[config.mk]
export PLATFORM = sky130hd
export DESIGN_NAME = csf_flag_bank
export DESIGN_NICKNAME = d
export VERILOG_FILES = /design/src/hw/csf_pkg.sv /design/src/hw/csf_sticky.sv /design/src/hw/csf_flag_bank.sv
export VERILOG_INCLUDE_DIRS = /design/src /design/src/hw
export SDC_FILE = /design/constraint.sdc
export NUM_CORES = 1
export LEC_CHECK = 0
export BUFFER_PORTS_ARGS = -buffer_cell sky130_fd_sc_hd__buf_2
export CELL_PAD_IN_SITES_DETAIL_PLACEMENT = 0
export CELL_PAD_IN_SITES_GLOBAL_PLACEMENT = 1
export CORE_MARGIN = 4
export CORE_UTILIZATION = 33
export DETAILED_ROUTE_END_ITERATION = 10
export HOLD_SLACK_MARGIN = 0.06
export PLACE_DENSITY = 0.83
export SYNTH_ARGS = -nofsm -noshare
export SYNTH_HDL_FRONTEND = slang
export SYNTH_SLANG_ARGS = --single-unit
export TNS_END_PERCENT = 100
[constraint.sdc]
create_clock -name clk -period 3.55 [get_ports clk]
set_clock_uncertainty 0.1 [all_clocks]
set_input_delay 0.355 -clock clk [delete_from_list [all_inputs] [get_ports clk]]
set_output_delay 0.355 -clock clk [all_outputs]
set_load 0.05 [all_outputs]
[src/hw/csf_params.svh]
// Offsets, field positions, reset values and timing counts of the status flag bank
`ifndef CSF_PARAMS_SVH
`define CSF_PARAMS_SVH

`define CSF_ADDR_W 8
`define CSF_OFS_FLAGS 8'h00
`define CSF_OFS_CTRL 8'h04
`define CSF_OFS_PERIOD 8'h08
`define CSF_OFS_IRQ_STAT 8'h0C
`define CSF_OFS_IRQ_MASK 8'h10

`define CSF_B_FIRST 0
`define CSF_B_ANYF 1
`define CSF_B_INF 2
`define CSF_B_OUTF 3
`define CSF_B_EJECT 4
`define CSF_B_ARITH 5
`define CSF_B_OVRUN 6
`define CSF_B_INDEX 7

`define CSF_B_PERIODIC 0

`define CSF_IRQ_N 4
`define CSF_IRQ_ARITH 0
`define CSF_IRQ_OVRUN 1
`define CSF_IRQ_INDEX 2
`define CSF_IRQ_FIRST 3

`define CSF_RST_FLAGS 8'h00
`define CSF_RST_CTRL 1'b0
`define CSF_RST_PERIOD 16'h0000
`define CSF_RST_MASK 4'h0

`define CSF_S16_MAX 64'sh0000_0000_0000_7FFF
`define CSF_S16_MIN 64'shFFFF_FFFF_FFFF_8000
`define CSF_S32_MAX 64'sh0000_0000_7FFF_FFFF
`define CSF_S32_MIN 64'shFFFF_FFFF_8000_0000
`define CSF_FLT_MAX_BITS 63'h47EF_FFFF_E000_0000
`define CSF_BCD_MAX 64'sh0000_0000_0000_270F

`define CSF_CLK_HZ 25000000
`define CSF_TICK_US 1000
`define CSF_TICK_CYCLES (`CSF_CLK_HZ / 1000000 * `CSF_TICK_US)

`endif

[src/hw/csf_pkg.sv]
// Types shared by the status flag bank
package csf_pkg;
	typedef enum logic [2:0] {
		CSF_OP_SINGLE,
		CSF_OP_DOUBLE,
		CSF_OP_FLOAT,
		CSF_OP_DIV,
		CSF_OP_SQRT,
		CSF_OP_BCD_TO_INT,
		CSF_OP_INT_TO_BCD,
		CSF_OP_NONE
	} csf_op_t;

	typedef enum logic [0:0] {
		CSF_BUS_IDLE,
		CSF_BUS_ACK
	} csf_bus_t;
endpackage : csf_pkg

[src/hw/csf_sticky.sv]
// One sticky flag bit whose hardware set wins over a clear
`timescale 1ns/1ns
`default_nettype none
module csf_sticky (
	input wire logic clk,
	input wire logic reset,
	input wire logic set,
	input wire logic clr,
	output logic q
);
	logic q_r;
	logic q_nxt;

	assign q_nxt = set ? 1'b1 : (clr ? 1'b0 : q_r);
	assign q = q_r;

	always_ff @(posedge clk) begin
		if (reset) begin
			q_r <= 1'b0;
		end else begin
			q_r <= q_nxt;
		end
	end
endmodule : csf_sticky
`default_nettype wire

[src/hw/csf_flag_bank.sv]
// Controller status flag bank with Avalon-MM register access
//
// The register addresses and register access over Avalon-MM were chosen for this implementation.
`timescale 1ns/1ns
`default_nettype none
`include "csf_params.svh"

// What this block does
// RULE1: First-run flag high during first running scan
// RULE2: Any-force flag is input or output forced
// RULE3: Input-forced flag high while any input forced
// RULE4: Output-forced flag high while any output forced
// RULE5: Ejected bit follows last shift, software writable
// RULE6: Single-length result outside 16-bit range sets error
// RULE7: Double-length result outside 32-bit range sets error
// RULE8: Float magnitude beyond single maximum sets error
// RULE9: Divide by zero, negative root, bad BCD
// RULE10: Arithmetic error sticky until program writes zero
// RULE11: Periodic scan longer than period sets overrun; the code never sets it with a zero period setting or on a scan_end cycle
// RULE12: Only program clears overrun, by writing zero
// RULE13: Index outside zero to maximum sets overflow
// RULE14: Program tests index overflow, clears with zero
// RULE15: Hardware set beats same-cycle program clear
module csf_flag_bank import csf_pkg::*; #(
	parameter int N_IN = 16,
	parameter int N_OUT = 16,
	parameter int TICK_CYCLES = `CSF_TICK_CYCLES
) (
	input wire logic clk,
	input wire logic reset,
	input wire logic [`CSF_ADDR_W-1:0] avs_address,
	input wire logic avs_read,
	input wire logic avs_write,
	input wire logic [31:0] avs_writedata,
	input wire logic [3:0] avs_byteenable,
	output logic [31:0] avs_readdata,
	output logic avs_waitrequest,
	output logic irq,
	input wire logic controller_running,
	input wire logic scan_start,
	input wire logic scan_end,
	input wire logic [N_IN-1:0] input_force_mask,
	input wire logic [N_OUT-1:0] output_force_mask,
	input wire logic shift_valid,
	input wire logic shift_out_bit,
	input wire logic arith_valid,
	input wire csf_op_t arith_op,
	input wire logic [63:0] arith_value,
	input wire logic index_valid,
	input wire logic [31:0] index_addr,
	input wire logic [31:0] index_limit,
	output logic first_run_scan_flag,
	output logic any_force_active_flag,
	output logic input_forced_flag,
	output logic output_forced_flag,
	output logic ejected_bit_flag,
	output logic arith_error_flag,
	output logic scan_overrun_flag,
	output logic index_overflow_flag
);
	localparam int TCW = $clog2(TICK_CYCLES + 1);

	// Bus slave state
	csf_bus_t bus_r;
	csf_bus_t bus_nxt;
	logic [31:0] rdata_r;
	logic [31:0] rdata_nxt;

	// Software-visible control
	logic periodic_r;
	logic [15:0] scan_period_setting_r;
	logic [`CSF_IRQ_N-1:0] irq_mask_r;
	logic [`CSF_IRQ_N-1:0] irq_stat;

	// Flag state
	logic first_r;
	logic first_nxt;
	logic run_pend_r;
	logic run_pend_nxt;
	logic run_d_r;
	logic in_force_r;
	logic out_force_r;
	logic eject_r;
	logic eject_nxt;

	// Scan timing
	logic in_scan_r;
	logic [TCW-1:0] tick_cnt_r;
	logic [15:0] ms_cnt_r;
	logic overrun_done_r;

	// Bus decode
	wire req = avs_read | avs_write;
	wire ack = (bus_r == CSF_BUS_ACK);
	wire wr_ack = ack & avs_write;
	wire be0 = avs_byteenable[0];
	wire be1 = avs_byteenable[1];
	wire sel_flags = (avs_address == `CSF_OFS_FLAGS);
	wire sel_ctrl = (avs_address == `CSF_OFS_CTRL);
	wire sel_period = (avs_address == `CSF_OFS_PERIOD);
	wire sel_istat = (avs_address == `CSF_OFS_IRQ_STAT);
	wire sel_imask = (avs_address == `CSF_OFS_IRQ_MASK);
	wire wr_flags = wr_ack & sel_flags & be0;
	wire wr_ctrl = wr_ack & sel_ctrl & be0;
	wire wr_period_lo = wr_ack & sel_period & be0;
	wire wr_period_hi = wr_ack & sel_period & be1;
	wire wr_istat = wr_ack & sel_istat & be0;
	wire wr_imask = wr_ack & sel_imask & be0;

	// Program clears of sticky flags: writing zero clears
	wire clr_arith = wr_flags & ~avs_writedata[`CSF_B_ARITH]; // RULE10
	wire clr_ovrun = wr_flags & ~avs_writedata[`CSF_B_OVRUN]; // RULE12
	wire clr_index = wr_flags & ~avs_writedata[`CSF_B_INDEX]; // RULE14

	// Arithmetic checks on the reported result or operand
	wire signed [63:0] aval = arith_value;
	wire single_ovf = (aval > `CSF_S16_MAX) | (aval < `CSF_S16_MIN); // RULE6
	wire double_ovf = (aval > `CSF_S32_MAX) | (aval < `CSF_S32_MIN); // RULE7
	wire float_ovf = (arith_value[62:0] > `CSF_FLT_MAX_BITS); // RULE8
	wire div_zero = (arith_value == 64'h0000_0000_0000_0000); // RULE9
	wire sqrt_neg = aval[63]; // RULE9
	wire bcd_bad = (arith_value[3:0] > 4'h9) | (arith_value[7:4] > 4'h9) |
		(arith_value[11:8] > 4'h9) | (arith_value[15:12] > 4'h9) |
		(arith_value[63:16] != 48'h0000_0000_0000); // RULE9
	wire itb_bad = aval[63] | (aval > `CSF_BCD_MAX); // RULE9
	logic arith_hit;
	always_comb begin
		case (arith_op)
			CSF_OP_SINGLE: arith_hit = single_ovf;
			CSF_OP_DOUBLE: arith_hit = double_ovf;
			CSF_OP_FLOAT: arith_hit = float_ovf;
			CSF_OP_DIV: arith_hit = div_zero;
			CSF_OP_SQRT: arith_hit = sqrt_neg;
			CSF_OP_BCD_TO_INT: arith_hit = bcd_bad;
			CSF_OP_INT_TO_BCD: arith_hit = itb_bad;
			default: arith_hit = 1'b0;
		endcase
	end
	wire set_arith = arith_valid & arith_hit;

	// Index range check
	wire set_index = index_valid & (index_addr[31] | (index_addr > index_limit)); // RULE13

	// Scan period watch: elapsed milliseconds beyond the period
	wire tick = (tick_cnt_r == TCW'(TICK_CYCLES - 1));
	wire period_hit = in_scan_r & tick & ({1'b0, ms_cnt_r} + 17'h0_0001 > {1'b0, scan_period_setting_r});
	wire set_ovrun = periodic_r & ~overrun_done_r & ~scan_end &
		(scan_period_setting_r != 16'h0000) & period_hit; // RULE11

	// First scan after entering running state
	wire run_rise = controller_running & ~run_d_r;
	always_comb begin
		first_nxt = first_r;
		run_pend_nxt = run_pend_r | run_rise;
		if (!controller_running) begin
			first_nxt = 1'b0;
			run_pend_nxt = 1'b0;
		end else if (scan_start) begin
			first_nxt = run_pend_r | run_rise; // RULE1
			run_pend_nxt = 1'b0;
		end
	end
	wire first_rise = first_nxt & ~first_r;

	// Ejected bit: shift result wins over program write
	always_comb begin
		eject_nxt = eject_r;
		if (shift_valid) begin
			eject_nxt = shift_out_bit; // RULE5
		end else if (wr_flags) begin
			eject_nxt = avs_writedata[`CSF_B_EJECT]; // RULE5
		end
	end

	// Sticky flags, set beats clear inside each cell
	csf_sticky u_arith (
		.clk(clk),
		.reset(reset),
		.set(set_arith), // RULE15
		.clr(clr_arith),
		.q(arith_error_flag)
	);
	csf_sticky u_ovrun (
		.clk(clk),
		.reset(reset),
		.set(set_ovrun), // RULE15
		.clr(clr_ovrun),
		.q(scan_overrun_flag)
	);
	csf_sticky u_index (
		.clk(clk),
		.reset(reset),
		.set(set_index), // RULE15
		.clr(clr_index),
		.q(index_overflow_flag)
	);

	// Interrupt status, write one to clear
	wire [`CSF_IRQ_N-1:0] irq_set = {first_rise, set_index, set_ovrun, set_arith};
	genvar gi;
	generate
		for (gi = 0; gi < `CSF_IRQ_N; gi++) begin : g_irq
			csf_sticky u_irq (
				.clk(clk),
				.reset(reset),
				.set(irq_set[gi]),
				.clr(wr_istat & avs_writedata[gi]),
				.q(irq_stat[gi])
			);
		end
	endgenerate
	assign irq = |(irq_stat & irq_mask_r);

	// Flag outputs
	assign first_run_scan_flag = first_r;
	assign input_forced_flag = in_force_r;
	assign output_forced_flag = out_force_r;
	assign any_force_active_flag = in_force_r | out_force_r; // RULE2
	assign ejected_bit_flag = eject_r;

	wire [7:0] flags_word = {index_overflow_flag, scan_overrun_flag, arith_error_flag,
		eject_r, out_force_r, in_force_r, any_force_active_flag, first_r};

	// Read mux, unmapped reads return zero
	always_comb begin
		case (1'b1)
			sel_flags: rdata_nxt = {24'h00_0000, flags_word};
			sel_ctrl: rdata_nxt = {31'h0000_0000, periodic_r};
			sel_period: rdata_nxt = {16'h0000, scan_period_setting_r};
			sel_istat: rdata_nxt = {28'h000_0000, irq_stat};
			sel_imask: rdata_nxt = {28'h000_0000, irq_mask_r};
			default: rdata_nxt = 32'h0000_0000;
		endcase
	end

	// One wait cycle per access
	always_comb begin
		case (bus_r)
			CSF_BUS_IDLE: bus_nxt = req ? CSF_BUS_ACK : CSF_BUS_IDLE;
			CSF_BUS_ACK: bus_nxt = CSF_BUS_IDLE;
			default: bus_nxt = CSF_BUS_IDLE;
		endcase
	end
	assign avs_waitrequest = ~ack;
	assign avs_readdata = rdata_r;

	always_ff @(posedge clk) begin
		if (reset) begin
			bus_r <= CSF_BUS_IDLE;
			rdata_r <= 32'h0000_0000;
		end else begin
			bus_r <= bus_nxt;
			if (bus_r == CSF_BUS_IDLE && avs_read) begin
				rdata_r <= rdata_nxt;
			end
		end
	end

	always_ff @(posedge clk) begin
		if (reset) begin
			periodic_r <= `CSF_RST_CTRL;
			scan_period_setting_r <= `CSF_RST_PERIOD;
			irq_mask_r <= `CSF_RST_MASK;
		end else begin
			if (wr_ctrl) begin
				periodic_r <= avs_writedata[`CSF_B_PERIODIC];
			end
			if (wr_period_lo) begin
				scan_period_setting_r[7:0] <= avs_writedata[7:0];
			end
			if (wr_period_hi) begin
				scan_period_setting_r[15:8] <= avs_writedata[15:8];
			end
			if (wr_imask) begin
				irq_mask_r <= avs_writedata[`CSF_IRQ_N-1:0];
			end
		end
	end

	always_ff @(posedge clk) begin
		if (reset) begin
			first_r <= 1'b0;
			run_pend_r <= 1'b0;
			run_d_r <= 1'b0;
			in_force_r <= 1'b0;
			out_force_r <= 1'b0;
			eject_r <= 1'b0;
		end else begin
			first_r <= first_nxt; // RULE1
			run_pend_r <= run_pend_nxt;
			run_d_r <= controller_running;
			in_force_r <= |input_force_mask; // RULE3
			out_force_r <= |output_force_mask; // RULE4
			eject_r <= eject_nxt;
		end
	end

	// Scan length in milliseconds, restarted at each scan start
	always_ff @(posedge clk) begin
		if (reset) begin
			in_scan_r <= 1'b0;
			tick_cnt_r <= '0;
			ms_cnt_r <= 16'h0000;
			overrun_done_r <= 1'b0;
		end else if (scan_start) begin
			in_scan_r <= 1'b1;
			tick_cnt_r <= '0;
			ms_cnt_r <= 16'h0000;
			overrun_done_r <= 1'b0;
		end else if (scan_end) begin
			in_scan_r <= 1'b0;
		end else if (in_scan_r) begin
			tick_cnt_r <= tick ? '0 : tick_cnt_r + TCW'(1);
			if (tick && ms_cnt_r != 16'hFFFF) begin
				ms_cnt_r <= ms_cnt_r + 16'h0001;
			end
			if (set_ovrun) begin
				overrun_done_r <= 1'b1; // RULE11
			end
		end
	end
endmodule : csf_flag_bank
`default_nettype wire

==> results of run 1 <==
-- cells in the mapped netlist (22+ instances only) --
master and n:
sky130_fd_sc_hd__a21oi_1 30, sky130_fd_sc_hd__dfxtp_1 84, sky130_fd_sc_hd__ha_1 50, sky130_fd_sc_hd__inv_1 53, sky130_fd_sc_hd__mux2i_1 27, sky130_fd_sc_hd__nand2_1 57
sky130_fd_sc_hd__nand3_1 22, sky130_fd_sc_hd__nand4_1 31, sky130_fd_sc_hd__nor2_1 85, sky130_fd_sc_hd__nor3_1 26, sky130_fd_sc_hd__nor4_1 30, sky130_fd_sc_hd__xor2_1 25
-- critical path: cells and delay by family, from the launching register on --
family | cells | cell delay (ns)
AND/OR/NAND/NOR | 7 | 1.66
adder cells (fa/ha/maj) | 2 | 0.50
flip-flops | 1 | 0.39
XOR/XNOR | 1 | 0.23
AO/OA/AOI/OAI | 1 | 0.18
-- cell families after synthesis --
family / count (synthesis)
AND/OR/NAND/NOR: 311
adder cells (fa/ha/maj): 50
XOR/XNOR: 38
other: 1
buffers and inverters: 90
flip-flops: 84
AO/OA/AOI/OAI: 99
multiplexers: 29
-- sequential cells by signal, indices dropped and copies added (netlist names), 4 cells and up --
name,flops
g_irq.u_irq.q,4
ms_cnt_r,16
tick_cnt_r,15
irq_mask_r,4
scan_period_setting_r,16
avs_readdata,16
-- cell type report --
cell class | instances | area (um^2)
flip-flops and latches | 84 | 1680
inverters | 53 | 199
well taps | 220 | 275
clock inverters | 6 | 136
multi-input cells | 543 | 3550
repair buffers | 232 | 1180
fillers | 1763 | 9340
clock buffers | 9 | 225
-- power by group through the flow --
stage / registers (mW) / logic (mW) / clock network, mW
2_1_floorplan: 1.03 / 0.190 / 0
3_3_place_gp: 0.992 / 0.388 / 0
3_5_place_dp: 0.992 / 0.392 / 0
4_1_cts: 0.971 / 0.394 / 1.16
5_1_grt: 0.973 / 0.437 / 1.20
6_report: 0.971 / 0.390 / 1.14
-- per-stage QoR --
stage,util (%),std cells
floorplan,-,717
global placement,41.5,1132
detailed placement,41.5,1132
CTS,43.7,1147
global route,43.7,1147
finish,43.7,1147
-- final timing paths --
check                  startpoint          endpoint  slack, ns
setup / recovery      ms_cnt_r[0]    overrun_done_r       0.42
hold / removal      shift_out_bit  ejected_bit_flag       0.15
setup reg to reg      ms_cnt_r[0]    overrun_done_r       0.42
hold reg to reg   avs_readdata[8]   avs_readdata[8]       0.35
-- per-layer routing --
layer / vias to the layer above / share of wire [%] / routed length, um
met5: - / 0.079 / 13
met4: 2 / 1.2 / 193
met3: 17 / 5.6 / 916
met2: 146 / 47 / 7720
met1: 2538 / 46 / 7580
li1: 2916 / - / -
==> qor.tcl, run 1 <==
set qor(outcome) {finished clean}
set qor(rows) 47
set qor(synth-compound-area-share_pct) 11.5
set qor(clk_pin_slew_ns) 0.06
set qor(antenna_violations_before_repair) 1
set qor(cts-resized-gates) 0
set qor(post-synth-top-area-fraction_pct) 30.1
set qor(ys_types) 60
set qor(drt_first_pass_iters) 4
set qor(cellPowerDensity_nw_per_um2) 345
set qor(cp_cell_sequence) {ha_1, nand3_1, nor4_2, and2_1, nand4_1, xnor2_1, ha_1, nand4_1, nor4_1, or4b_1, a31oi_1}
set qor(layout_common_cells) {sky130_fd_sc_hd__buf_2 (225), sky130_fd_sc_hd__nor2_1 (85), sky130_fd_sc_hd__dfxtp_1 (84)}
set qor(die_area_um2) 19100
set qor(detailroute.via_count) 5619
set qor(grt_busiest_layer) {met2}
set qor(gr-usage-all-layers_pct) 16.7
set qor(cts.path.max_buffers) 2
set qor(crit_path_top_delay_cell) {sky130_fd_sc_hd__or4b_1}
set qor(synth-async-reset-ratio_pct) 0
set qor(p_seq_share_pct) 38.9
set qor(drt_iter0_markers) 194
set qor(report.final.setup_viol) 0
set qor(final_max_slew_viol_count) 0
set qor(remaining_drc_errors) 0
set qor(period_share_pct) 88.1
set qor(postCtsSetupBuffers) 0
set qor(antennaDiodeCount) 0
set qor(detail_route.wl_per_cell_um) 14.3
set qor(max_capacitance_violation_count) 0
set qor(comb_power_share_pct) 15.6
set qor(switchingPower_uw) 625
set qor(global_route.overflow_total) 0
set qor(postSynthRegisterBits) 84
set qor(cts-buffers-inserted) 9
set qor(synth-edff-count) 0
set qor(postLayoutSetupSlackWorst_ns) 0.422
set qor(finalSetupTns_ns) 0
set qor(post_synth_mux_area_share_pct) 5.31
set qor(rsz_0062_raised_after_global_routing) {false}
set qor(placeableCoreArea_um2) 16600
set qor(initial_utilization_pct) 33.7
set qor(grt.met2_usage_pct) 28.0
set qor(synth_top_cell_by_area) {sky130_fd_sc_hd__dfxtp_1}
set qor(place_worst_setup_slack_ns) 0.419
set qor(post_route_cells_drive_above_1_share_pct) 28.2
set qor(clk_network_pwr_share_pct) 45.5
set qor(synth_top_family_by_area) {simple AND/OR/NAND/NOR gates}
set qor(sw_frac_of_total_pct) 25.0
set qor(cts_sinks) 84
set qor(grt_util_met1_pct) 22.0
set qor(synth.cell_area_um2) 5590
set qor(p_total_mw) 2.50
set qor(routed_wire_length_um) 16400
set qor(internal_power_mw) 1.87
set qor(critical_path.max_stage_delay_ns) 0.58
set qor(max_clock_freq_mhz) 320
set qor(tightest_slew_ns) 0.644
set qor(area.growth.synth_to_final_pct) 29.7
set qor(timing.critical_path.required_ns) 3.72
set qor(yosysSeqAreaShare_pct) 30.1
set qor(timing.slew.headroom_pct) 56.8
set qor(ant_nets) 0
set qor(maximum_number_of_pins_on_one_net_before_global_route_repair) 49
set qor(peakVddDrop_v) 0.000208
set qor(total_leakage_power_nw) 3.31
set qor(worst_hold_path.num_cells) 3
set qor(yosys_warnings) 0
set qor(grt_pass1_vias) 5380
set qor(hold_class) {primary input to register}
set qor(final_common_cell) {sky130_fd_sc_hd__buf_2}
set qor(floorplan.die.width_um) 138
set qor(post_cts_hold_buffer_count) 0
set qor(post_synth_inst_count) 702
set qor(yosys.area_share.adder_pct) 11.2
set qor(start_kind) {register}
set qor(place_congestion) 0.862
set qor(synthXorXnorAreaFrac_pct) 5.95
set qor(worstPathMaxFanout) 5
set qor(synth_area_per_inst_um2) 7.96
set qor(clkLatencyLatePin_ns) 0.34
set qor(final_nets) 1191
set qor(period_needed_ns) 3.13
set qor(postPlaceCellArea_um2) 6890
set qor(summed_area_of_non_filler_cells_in_the_final_layout_um2) 7250
set qor(synthFlopType) {sky130_fd_sc_hd__dfxtp_1}
set qor(rr_worst_depth) 11
set qor(clock_root_cell) {sky130_fd_sc_hd__clkbuf_16}
set qor(critPathKind) {register to register}
set qor(i_o_pin_count) 260
set qor(vert_die_dim_um) 138
set qor(global_route_wire_length_before_repair_um) 26600
set qor(viasPerCell) 4.90
set qor(tritoncts_clock_tree) {yes}
set qor(place.detailed.hpwl_um) 13900
set qor(synth_simple_gate_area_share_pct) 28.6
set qor(cts.htree.levels) 3
set qor(worst_ep_arrival_time_ns) 3.30
set qor(whs_ns) 0.146
set qor(cp-end-kind) {register}
set qor(finalHoldViolCount) 0
set qor(grt.met3_usage_pct) 4.52
set qor(port-buffer-count) 225
set qor(synthTopCellsByArea) {sky130_fd_sc_hd__dfxtp_1 (30%), sky130_fd_sc_hd__ha_1 (11%), sky130_fd_sc_hd__nor2_1 (5.7%), sky130_fd_sc_hd__mux2i_1 (4.8%), sky130_fd_sc_hd__xor2_1 (3.9%)}
(Power assumes the default switching activity.)
==> inputs of run 2 (changes only) <==
--- a/config.mk
+++ b/config.mk
@@ -13,7 +13,8 @@
 export CORE_UTILIZATION = 33
 export DETAILED_ROUTE_END_ITERATION = 10
 export HOLD_SLACK_MARGIN = 0.06
-export PLACE_DENSITY = 0.83
+export MAX_ROUTING_LAYER = met4
+export PLACE_DENSITY = 0.88
 export SYNTH_ARGS = -nofsm -noshare
 export SYNTH_HDL_FRONTEND = slang
 export SYNTH_SLANG_ARGS = --single-unit
==> run 2 against run 1 <==
Compared with the run above: critical path depth up 1; register-to-register slack got worse by 0.07 ns; count of clock-buffer cells in the layout is the same; design area decreased by 0.78%; flip-flop and latch count did not move; sequential power hardly changed; largest cell class unchanged.
==> qor.tcl, run 2 (synthesis gave the netlist of run 1 again) <==
set qor(i_o_pin_count) 260 ;# unchanged
set qor(cts_sinks) 84 ;# unchanged
set qor(worstPathMaxFanout) 5 ;# unchanged
set qor(postCtsSetupBuffers) 0 ;# unchanged
set qor(detailroute.via_count) 5629 ;# was 5,619
set qor(place.detailed.instances) 1131 ;# was 1,132
set qor(cts.htree.levels) 3 ;# unchanged
set qor(postPlaceCellArea_um2) 6880 ;# was 6890 um^2
set qor(clock_root_cell) {sky130_fd_sc_hd__clkbuf_16} ;# unchanged
set qor(worst_ep_arrival_time_ns) 3.38 ;# was 3.30 ns
set qor(place.detailed.hpwl_um) 14000 ;# was 13,900 um
set qor(worst-r2r-setup-slack_ns) 0.35 ;# was 0.42 ns
set qor(hold_class) {primary input to register} ;# unchanged
set qor(holdCritStartpoint) {shift_out_bit} ;# unchanged
set qor(post_route_cells_drive_above_1_share_pct) 28.3 ;# was 28.2%
set qor(tightest_slew_ns) 0.607 ;# was 0.644 ns
set qor(routed_wire_length_um) 16600 ;# was 16,400 um
set qor(cellPowerDensity_nw_per_um2) 320 ;# was 345 nW/um^2
set qor(reg2reg_from) {ms_cnt_r[0]} ;# unchanged
set qor(place_worst_setup_slack_ns) 0.323 ;# was 0.419 ns
set qor(timing.critical_path.required_ns) 3.73 ;# was 3.72 ns
set qor(postLayoutSetupSlackWorst_ns) 0.348 ;# was 0.422 ns
set qor(viasPerCell) 4.89 ;# was 4.90
set qor(start_kind) {register} ;# unchanged
set qor(grt_pass1_vias) 5411 ;# was 5,380
set qor(global_route.overflow_total) 0 ;# unchanged
set qor(final_max_slew_viol_count) 0 ;# unchanged
set qor(final_nets) 1190 ;# was 1,191
set qor(global_route_wire_length_before_repair_um) 26500 ;# was 26,600 um
set qor(period_needed_ns) 3.20 ;# was 3.13 ns
set qor(peakVddDrop_v) 0.000208 ;# about the same
set qor(max_clock_freq_mhz) 312 ;# was 320 MHz
set qor(maximum_number_of_pins_on_one_net_before_global_route_repair) 40 ;# was 49
set qor(p_total_mw) 2.30 ;# was 2.50 mW
set qor(drt_first_pass_iters) 5 ;# was 4
set qor(timing.slew.headroom_pct) 58.5 ;# was 56.8%
set qor(summed_area_of_non_filler_cells_in_the_final_layout_um2) 7190 ;# was 7250 um^2
set qor(area.growth.synth_to_final_pct) 28.7 ;# was 29.7%
set qor(finalSetupTns_ns) 0 ;# unchanged
set qor(cp-end-kind) {register} ;# unchanged
set qor(finalNonFillerCells) 1150 ;# was 1,147
set qor(clk_pin_slew_ns) 0.06 ;# about the same
set qor(gr-usage-all-layers_pct) 17.1 ;# was 16.7%
set qor(critPathKind) {register to register} ;# unchanged
set qor(period_share_pct) 90.2 ;# was 88.1%
set qor(drt_iter0_markers) 215 ;# was 194
set qor(floorplan.die.width_um) 138 ;# unchanged
set qor(detail_route.wl_per_cell_um) 14.5 ;# was 14.3 um
set qor(place_congestion) 0.895 ;# was 0.862
set qor(initial_utilization_pct) 33.7 ;# unchanged
set qor(outcome) {finished clean} ;# unchanged
set qor(finalHoldViolCount) 0 ;# unchanged
set qor(report.final.setup_viol) 0 ;# unchanged
set qor(rows) 47 ;# unchanged
set qor(worst_hold_path.num_cells) 3 ;# unchanged
set qor(tritoncts_clock_tree) {yes} ;# unchanged
set qor(total_leakage_power_nw) 3.27 ;# was 3.31 nW
set qor(vert_die_dim_um) 138 ;# unchanged
set qor(max_capacitance_violation_count) 0 ;# unchanged
set qor(clkLatencyLatePin_ns) 0.34 ;# about the same
set qor(worst_r2r_endpoint) {overrun_done_r} ;# unchanged
set qor(rsz_0062_raised_after_global_routing) {false} ;# unchanged
set qor(cts-buffers-inserted) 9 ;# unchanged
set qor(ant_nets) 0 ;# unchanged
set qor(antenna_violations_before_repair) 3 ;# was 1
set qor(remaining_drc_errors) 0 ;# unchanged
set qor(die_area_um2) 19100 ;# unchanged
set qor(port-buffer-count) 225 ;# unchanged
set qor(final_common_cell) {sky130_fd_sc_hd__buf_2} ;# unchanged
set qor(holdPathEnd) {ejected_bit_flag} ;# unchanged
set qor(layout.core_utilization_pct) 43.4 ;# was 43.7%
set qor(rr_worst_depth) 12 ;# was 11
set qor(placeableCoreArea_um2) 16600 ;# unchanged
set qor(layout_common_cells) {sky130_fd_sc_hd__buf_2 (225), sky130_fd_sc_hd__nor2_1 (85), sky130_fd_sc_hd__dfxtp_1 (84)} ;# unchanged
set qor(whs_ns) 0.147 ;# was 0.146 ns
set qor(cts.path.max_buffers) 2 ;# unchanged
## run 2: changes by cell type in the layout (fill, tap and decap cells not counted), sizes merged
| cell | change |
|---|---|
| clkinvlp | +2 |
| bufinv | -3 |
| diode | +3 |
| inv | +1 |
| buf | -1 |
| clkinv | +1 |
## run 2: critical path: stages, from the launching register on
cell,delay [ns]
sky130_fd_sc_hd__dfxtp_1,0.41
sky130_fd_sc_hd__ha_1,0.23
sky130_fd_sc_hd__nand3_1,0.21
sky130_fd_sc_hd__nor3_1,0.33
sky130_fd_sc_hd__xor2_1,0.14
sky130_fd_sc_hd__ha_1,0.31
sky130_fd_sc_hd__nand4_1,0.14
sky130_fd_sc_hd__nor3_1,0.21
sky130_fd_sc_hd__nor2_1,0.06
sky130_fd_sc_hd__o211a_1,0.12
sky130_fd_sc_hd__o211ai_1,0.15
sky130_fd_sc_hd__or4b_1,0.53
sky130_fd_sc_hd__a31oi_1,0.18
## run 2: timing repair
item / CTS / global route
endpoints found under the setup margin: 0 / 1
hold buffers: 0 / 0
gates resized for setup: 0 / 1
## run 2: report_power, final
group	switching, mW	internal, mW
logic	0.234	0.156
clock network	0.394	0.548
registers	0.0118	0.960
## run 2: metal layers
layer	GRT usage, %	wire length, um
met1	22.4	7790
met2	26.3	7450
met3	4.35	1140
met4	4.89	260
met5	-	0
## run 2: cell type report
type                    count  area [um^2]
clock buffers               9          225
well taps                 220          275
repair buffers            231         1170
fillers                  1721         9390
flip-flops and latches     84         1680
clock inverters             7         75.1
inverters                  53          199
diodes                      3         7.51
multi-input cells         543         3560
## run 2: worst max path at each step
stage           startpoint              to  slack, ns  depth (start not counted)
6_report       ms_cnt_r[0]  overrun_done_r       0.35                         12
5_1_grt        ms_cnt_r[0]  overrun_done_r       0.07                         11
4_1_cts        ms_cnt_r[0]  overrun_done_r       0.29                         12
3_5_place_dp   ms_cnt_r[0]  overrun_done_r       0.32                         12
3_3_place_gp   ms_cnt_r[2]  overrun_done_r       0.37                         12
2_1_floorplan  ms_cnt_r[2]  overrun_done_r       0.56                         13
==> inputs of run 3 (changes only) <==
==> constraint.sdc (replaced) <==
create_clock -name clk -period 3.45 [get_ports clk]
set_clock_uncertainty 0.1 [all_clocks]
set_input_delay 0.345 -clock clk [delete_from_list [all_inputs] [get_ports clk]]
set_output_delay 0.345 -clock clk [all_outputs]
set_load 0.05 [all_outputs]
==> run 3 against run 2 <==
Compared with the run above: count of clock-buffer cells in the layout increased by 2; global-route usage up 0.14 points; critical path depth unchanged; first-iteration DRC count decreased by 13%; fmax grew 1.6%; die area is the same; sequential power is essentially flat; register-to-register slack got worse by 0.05 ns; combinational power up 3%; sequential share of layout area hardly changed; critical path type unchanged; critical endpoint unchanged.
==> qor.tcl, run 3 (synthesis gave the netlist of run 1 again) <==
set qor(outcome) {finished clean} ;# unchanged
set qor(final_common_cell) {sky130_fd_sc_hd__buf_2} ;# unchanged
set qor(die_area_um2) 19100 ;# unchanged
set qor(hold_class) {primary input to register} ;# unchanged
set qor(i_o_pin_count) 260 ;# unchanged
set qor(drt_first_pass_iters) 4 ;# was 5
set qor(finalHoldViolCount) 0 ;# unchanged
set qor(placeableCoreArea_um2) 16600 ;# unchanged
set qor(timing.slew.headroom_pct) 55.2 ;# was 58.5%
set qor(cp-end-kind) {register} ;# unchanged
set qor(clk_pin_slew_ns) 0.06 ;# about the same
set qor(post_cts_hold_buffer_count) 0 ;# unchanged
set qor(whs_ns) 0.149 ;# was 0.147 ns
set qor(global_route.overflow_total) 0 ;# unchanged
set qor(routed_wire_length_um) 16500 ;# was 16,600 um
set qor(clock_root_cell) {sky130_fd_sc_hd__clkbuf_16} ;# unchanged
set qor(tritoncts_clock_tree) {yes} ;# unchanged
set qor(detailroute.via_count) 5670 ;# was 5,629
set qor(report.final.setup_viol) 0 ;# unchanged
set qor(worst_ep_arrival_time_ns) 3.30 ;# was 3.38 ns
set qor(tightest_slew_ns) 0.666 ;# was 0.607 ns
set qor(maximum_number_of_pins_on_one_net_before_global_route_repair) 49 ;# was 40
set qor(detail_route.wl_per_cell_um) 14.3 ;# was 14.5 um
set qor(place_congestion) 0.895 ;# about the same
set qor(final-seq-area_um2) 1680 ;# unchanged
set qor(crit_family) {simple AND/OR/NAND/NOR gates} ;# unchanged
set qor(finalSetupTns_ns) 0 ;# unchanged
set qor(max_capacitance_violation_count) 0 ;# unchanged
set qor(vert_die_dim_um) 138 ;# unchanged
set qor(drt_iter0_markers) 188 ;# was 215
set qor(viasPerCell) 4.93 ;# was 4.89
set qor(fillCellCount) 1738 ;# was 1,721
set qor(start_kind) {register} ;# unchanged
set qor(cellPowerDensity_nw_per_um2) 323 ;# was 320 nW/um^2
set qor(floorplan.die.width_um) 138 ;# unchanged
set qor(remaining_drc_errors) 0 ;# unchanged
set qor(critical_path.max_stage_delay_ns) 0.54 ;# was 0.53 ns
set qor(rows) 47 ;# unchanged
set qor(timing.critical_path.required_ns) 3.60 ;# was 3.73 ns
set qor(cts-buffers-inserted) 9 ;# unchanged
set qor(post_route_cells_drive_above_1_share_pct) 28.2 ;# was 28.3%
set qor(place.detailed.hpwl_um) 14000 ;# about the same
set qor(period_share_pct) 91.3 ;# was 90.2%
set qor(holdCritStartpoint) {shift_out_bit} ;# unchanged
set qor(area_of_the_multi_input_gates_um2) 3560 ;# about the same
set qor(ant_nets) 0 ;# unchanged
set qor(antenna_violations_before_repair) 3 ;# unchanged
set qor(cp-startpoint) {ms_cnt_r[2]} ;# was ms_cnt_r[0]
set qor(critPathKind) {register to register} ;# unchanged
set qor(reg2reg_from) {ms_cnt_r[2]} ;# was ms_cnt_r[0]
set qor(area.growth.synth_to_final_pct) 28.5 ;# was 28.7%
set qor(cts.path.max_buffers) 2 ;# unchanged
set qor(rsz_0062_raised_after_global_routing) {false} ;# unchanged
set qor(total_leakage_power_nw) 3.28 ;# was 3.27 nW
set qor(crit_buf_inv) 0 ;# unchanged
set qor(clkLatencyLatePin_ns) 0.33 ;# was 0.34 ns
set qor(crit_path_top_delay_cell) {sky130_fd_sc_hd__or4b_1} ;# unchanged
set qor(cp_cell_sequence) {nand3_1, nor3_1, and3_1, and3_1, nand3_1, xnor2_1, ha_1, o21ai_0, nand2b_1, a21oi_1, or4b_1, a31oi_1} ;# was ha_1, nand3_1, nor3_1, xor2_1, ha_1, nand4_1, nor3_1, nor2_1, o211a_1, o211ai_1, or4b_1, a31oi_1
set qor(gr-usage-all-layers_pct) 17.3 ;# was 17.1%
set qor(period_needed_ns) 3.15 ;# was 3.20 ns
set qor(final_nets) 1192 ;# was 1,190
set qor(final_max_slew_viol_count) 0 ;# unchanged
set qor(peakVddDrop_v) 0.000172 ;# was 0.000208 V
set qor(max_clock_freq_mhz) 317 ;# was 312 MHz
set qor(global_route_wire_length_before_repair_um) 27000 ;# was 26,500 um
set qor(port-buffer-count) 225 ;# unchanged
set qor(cts_sinks) 84 ;# unchanged
set qor(grt_pass1_vias) 5471 ;# was 5,411
set qor(initial_utilization_pct) 33.7 ;# unchanged
set qor(cts.htree.levels) 3 ;# unchanged
set qor(layout_common_cells) {sky130_fd_sc_hd__buf_2 (225), sky130_fd_sc_hd__nor2_1 (85), sky130_fd_sc_hd__dfxtp_1 (84)} ;# unchanged
set qor(worstPathMaxFanout) 7 ;# was 5
run 3: changes by cell type in the layout (fill, tap and decap cells not counted), sizes merged:
cell,delta
clkinvlp,-3
buf,+2
clkbuf,+2
inv,-2
clkinv,+1
run 3: what timing repair did:
item,in CTS,in global routing
setup buffers,0,0
gates resized for setup,0,2
setup endpoints to repair,0,3
run 3: worst paths after layout:
path	to	slack (ns)	cells after the start
setup reg to reg	overrun_done_r	0.30	12
setup / recovery	overrun_done_r	0.30	12
hold reg to reg	avs_readdata[14]	0.35	2
hold / removal	ejected_bit_flag	0.15	3
run 3: worst reg2reg max path: stages (launching register included):
cell                       delay (ns)
sky130_fd_sc_hd__dfxtp_1         0.42
sky130_fd_sc_hd__nand3_1         0.20
sky130_fd_sc_hd__nor3_1          0.28
sky130_fd_sc_hd__and3_1          0.24
sky130_fd_sc_hd__and3_1          0.32
sky130_fd_sc_hd__nand3_1         0.13
sky130_fd_sc_hd__xnor2_1         0.14
sky130_fd_sc_hd__ha_1            0.29
sky130_fd_sc_hd__o21ai_0         0.09
sky130_fd_sc_hd__nand2b_1        0.07
sky130_fd_sc_hd__a21oi_1         0.06
sky130_fd_sc_hd__or4b_1          0.54
sky130_fd_sc_hd__a31oi_1         0.21
run 3: routing by layer:
layer  up-vias  wire length [um]  track usage, %
li1       2917                 -               -
met5         -                 0               -
met1      2586              7880            23.4
met4         0               209            3.64
met2       152              7460            26.4
met3        15               902            4.07
run 3: layout make-up:
type,instances,share of cell area (%)
diodes,3,0.104
clock buffers,11,3.24
clock inverters,3,0.557
inverters,53,2.77
multi-input cells,543,49.6
flip-flops and latches,84,23.4
well taps,220,3.83
repair buffers,233,16.5
run 3: stage by stage:
step           cell area [um^2]  cells  setup slack (ns)  total power, mW  utilization [%]
2_1_floorplan              5650    717             0.459             1.25                -
3_5_place_dp               6890   1133             0.308             1.43             41.6
6_report                   7180   1150             0.299             2.32             43.3
5_1_grt                    7180   1150            0.0604             2.43             43.3
4_1_cts                    7170   1147             0.250             2.35             43.2
3_3_place_gp               6890   1133             0.333             1.42             41.6
run 3: report_power, final:
group	switching, mW	leakage (nW)	internal [mW]
Clock	0.365	0.135	0.551
Sequential	0.0124	0.681	0.988
Combinational	0.241	2.46	0.161
Total	0.619	3.28	1.70
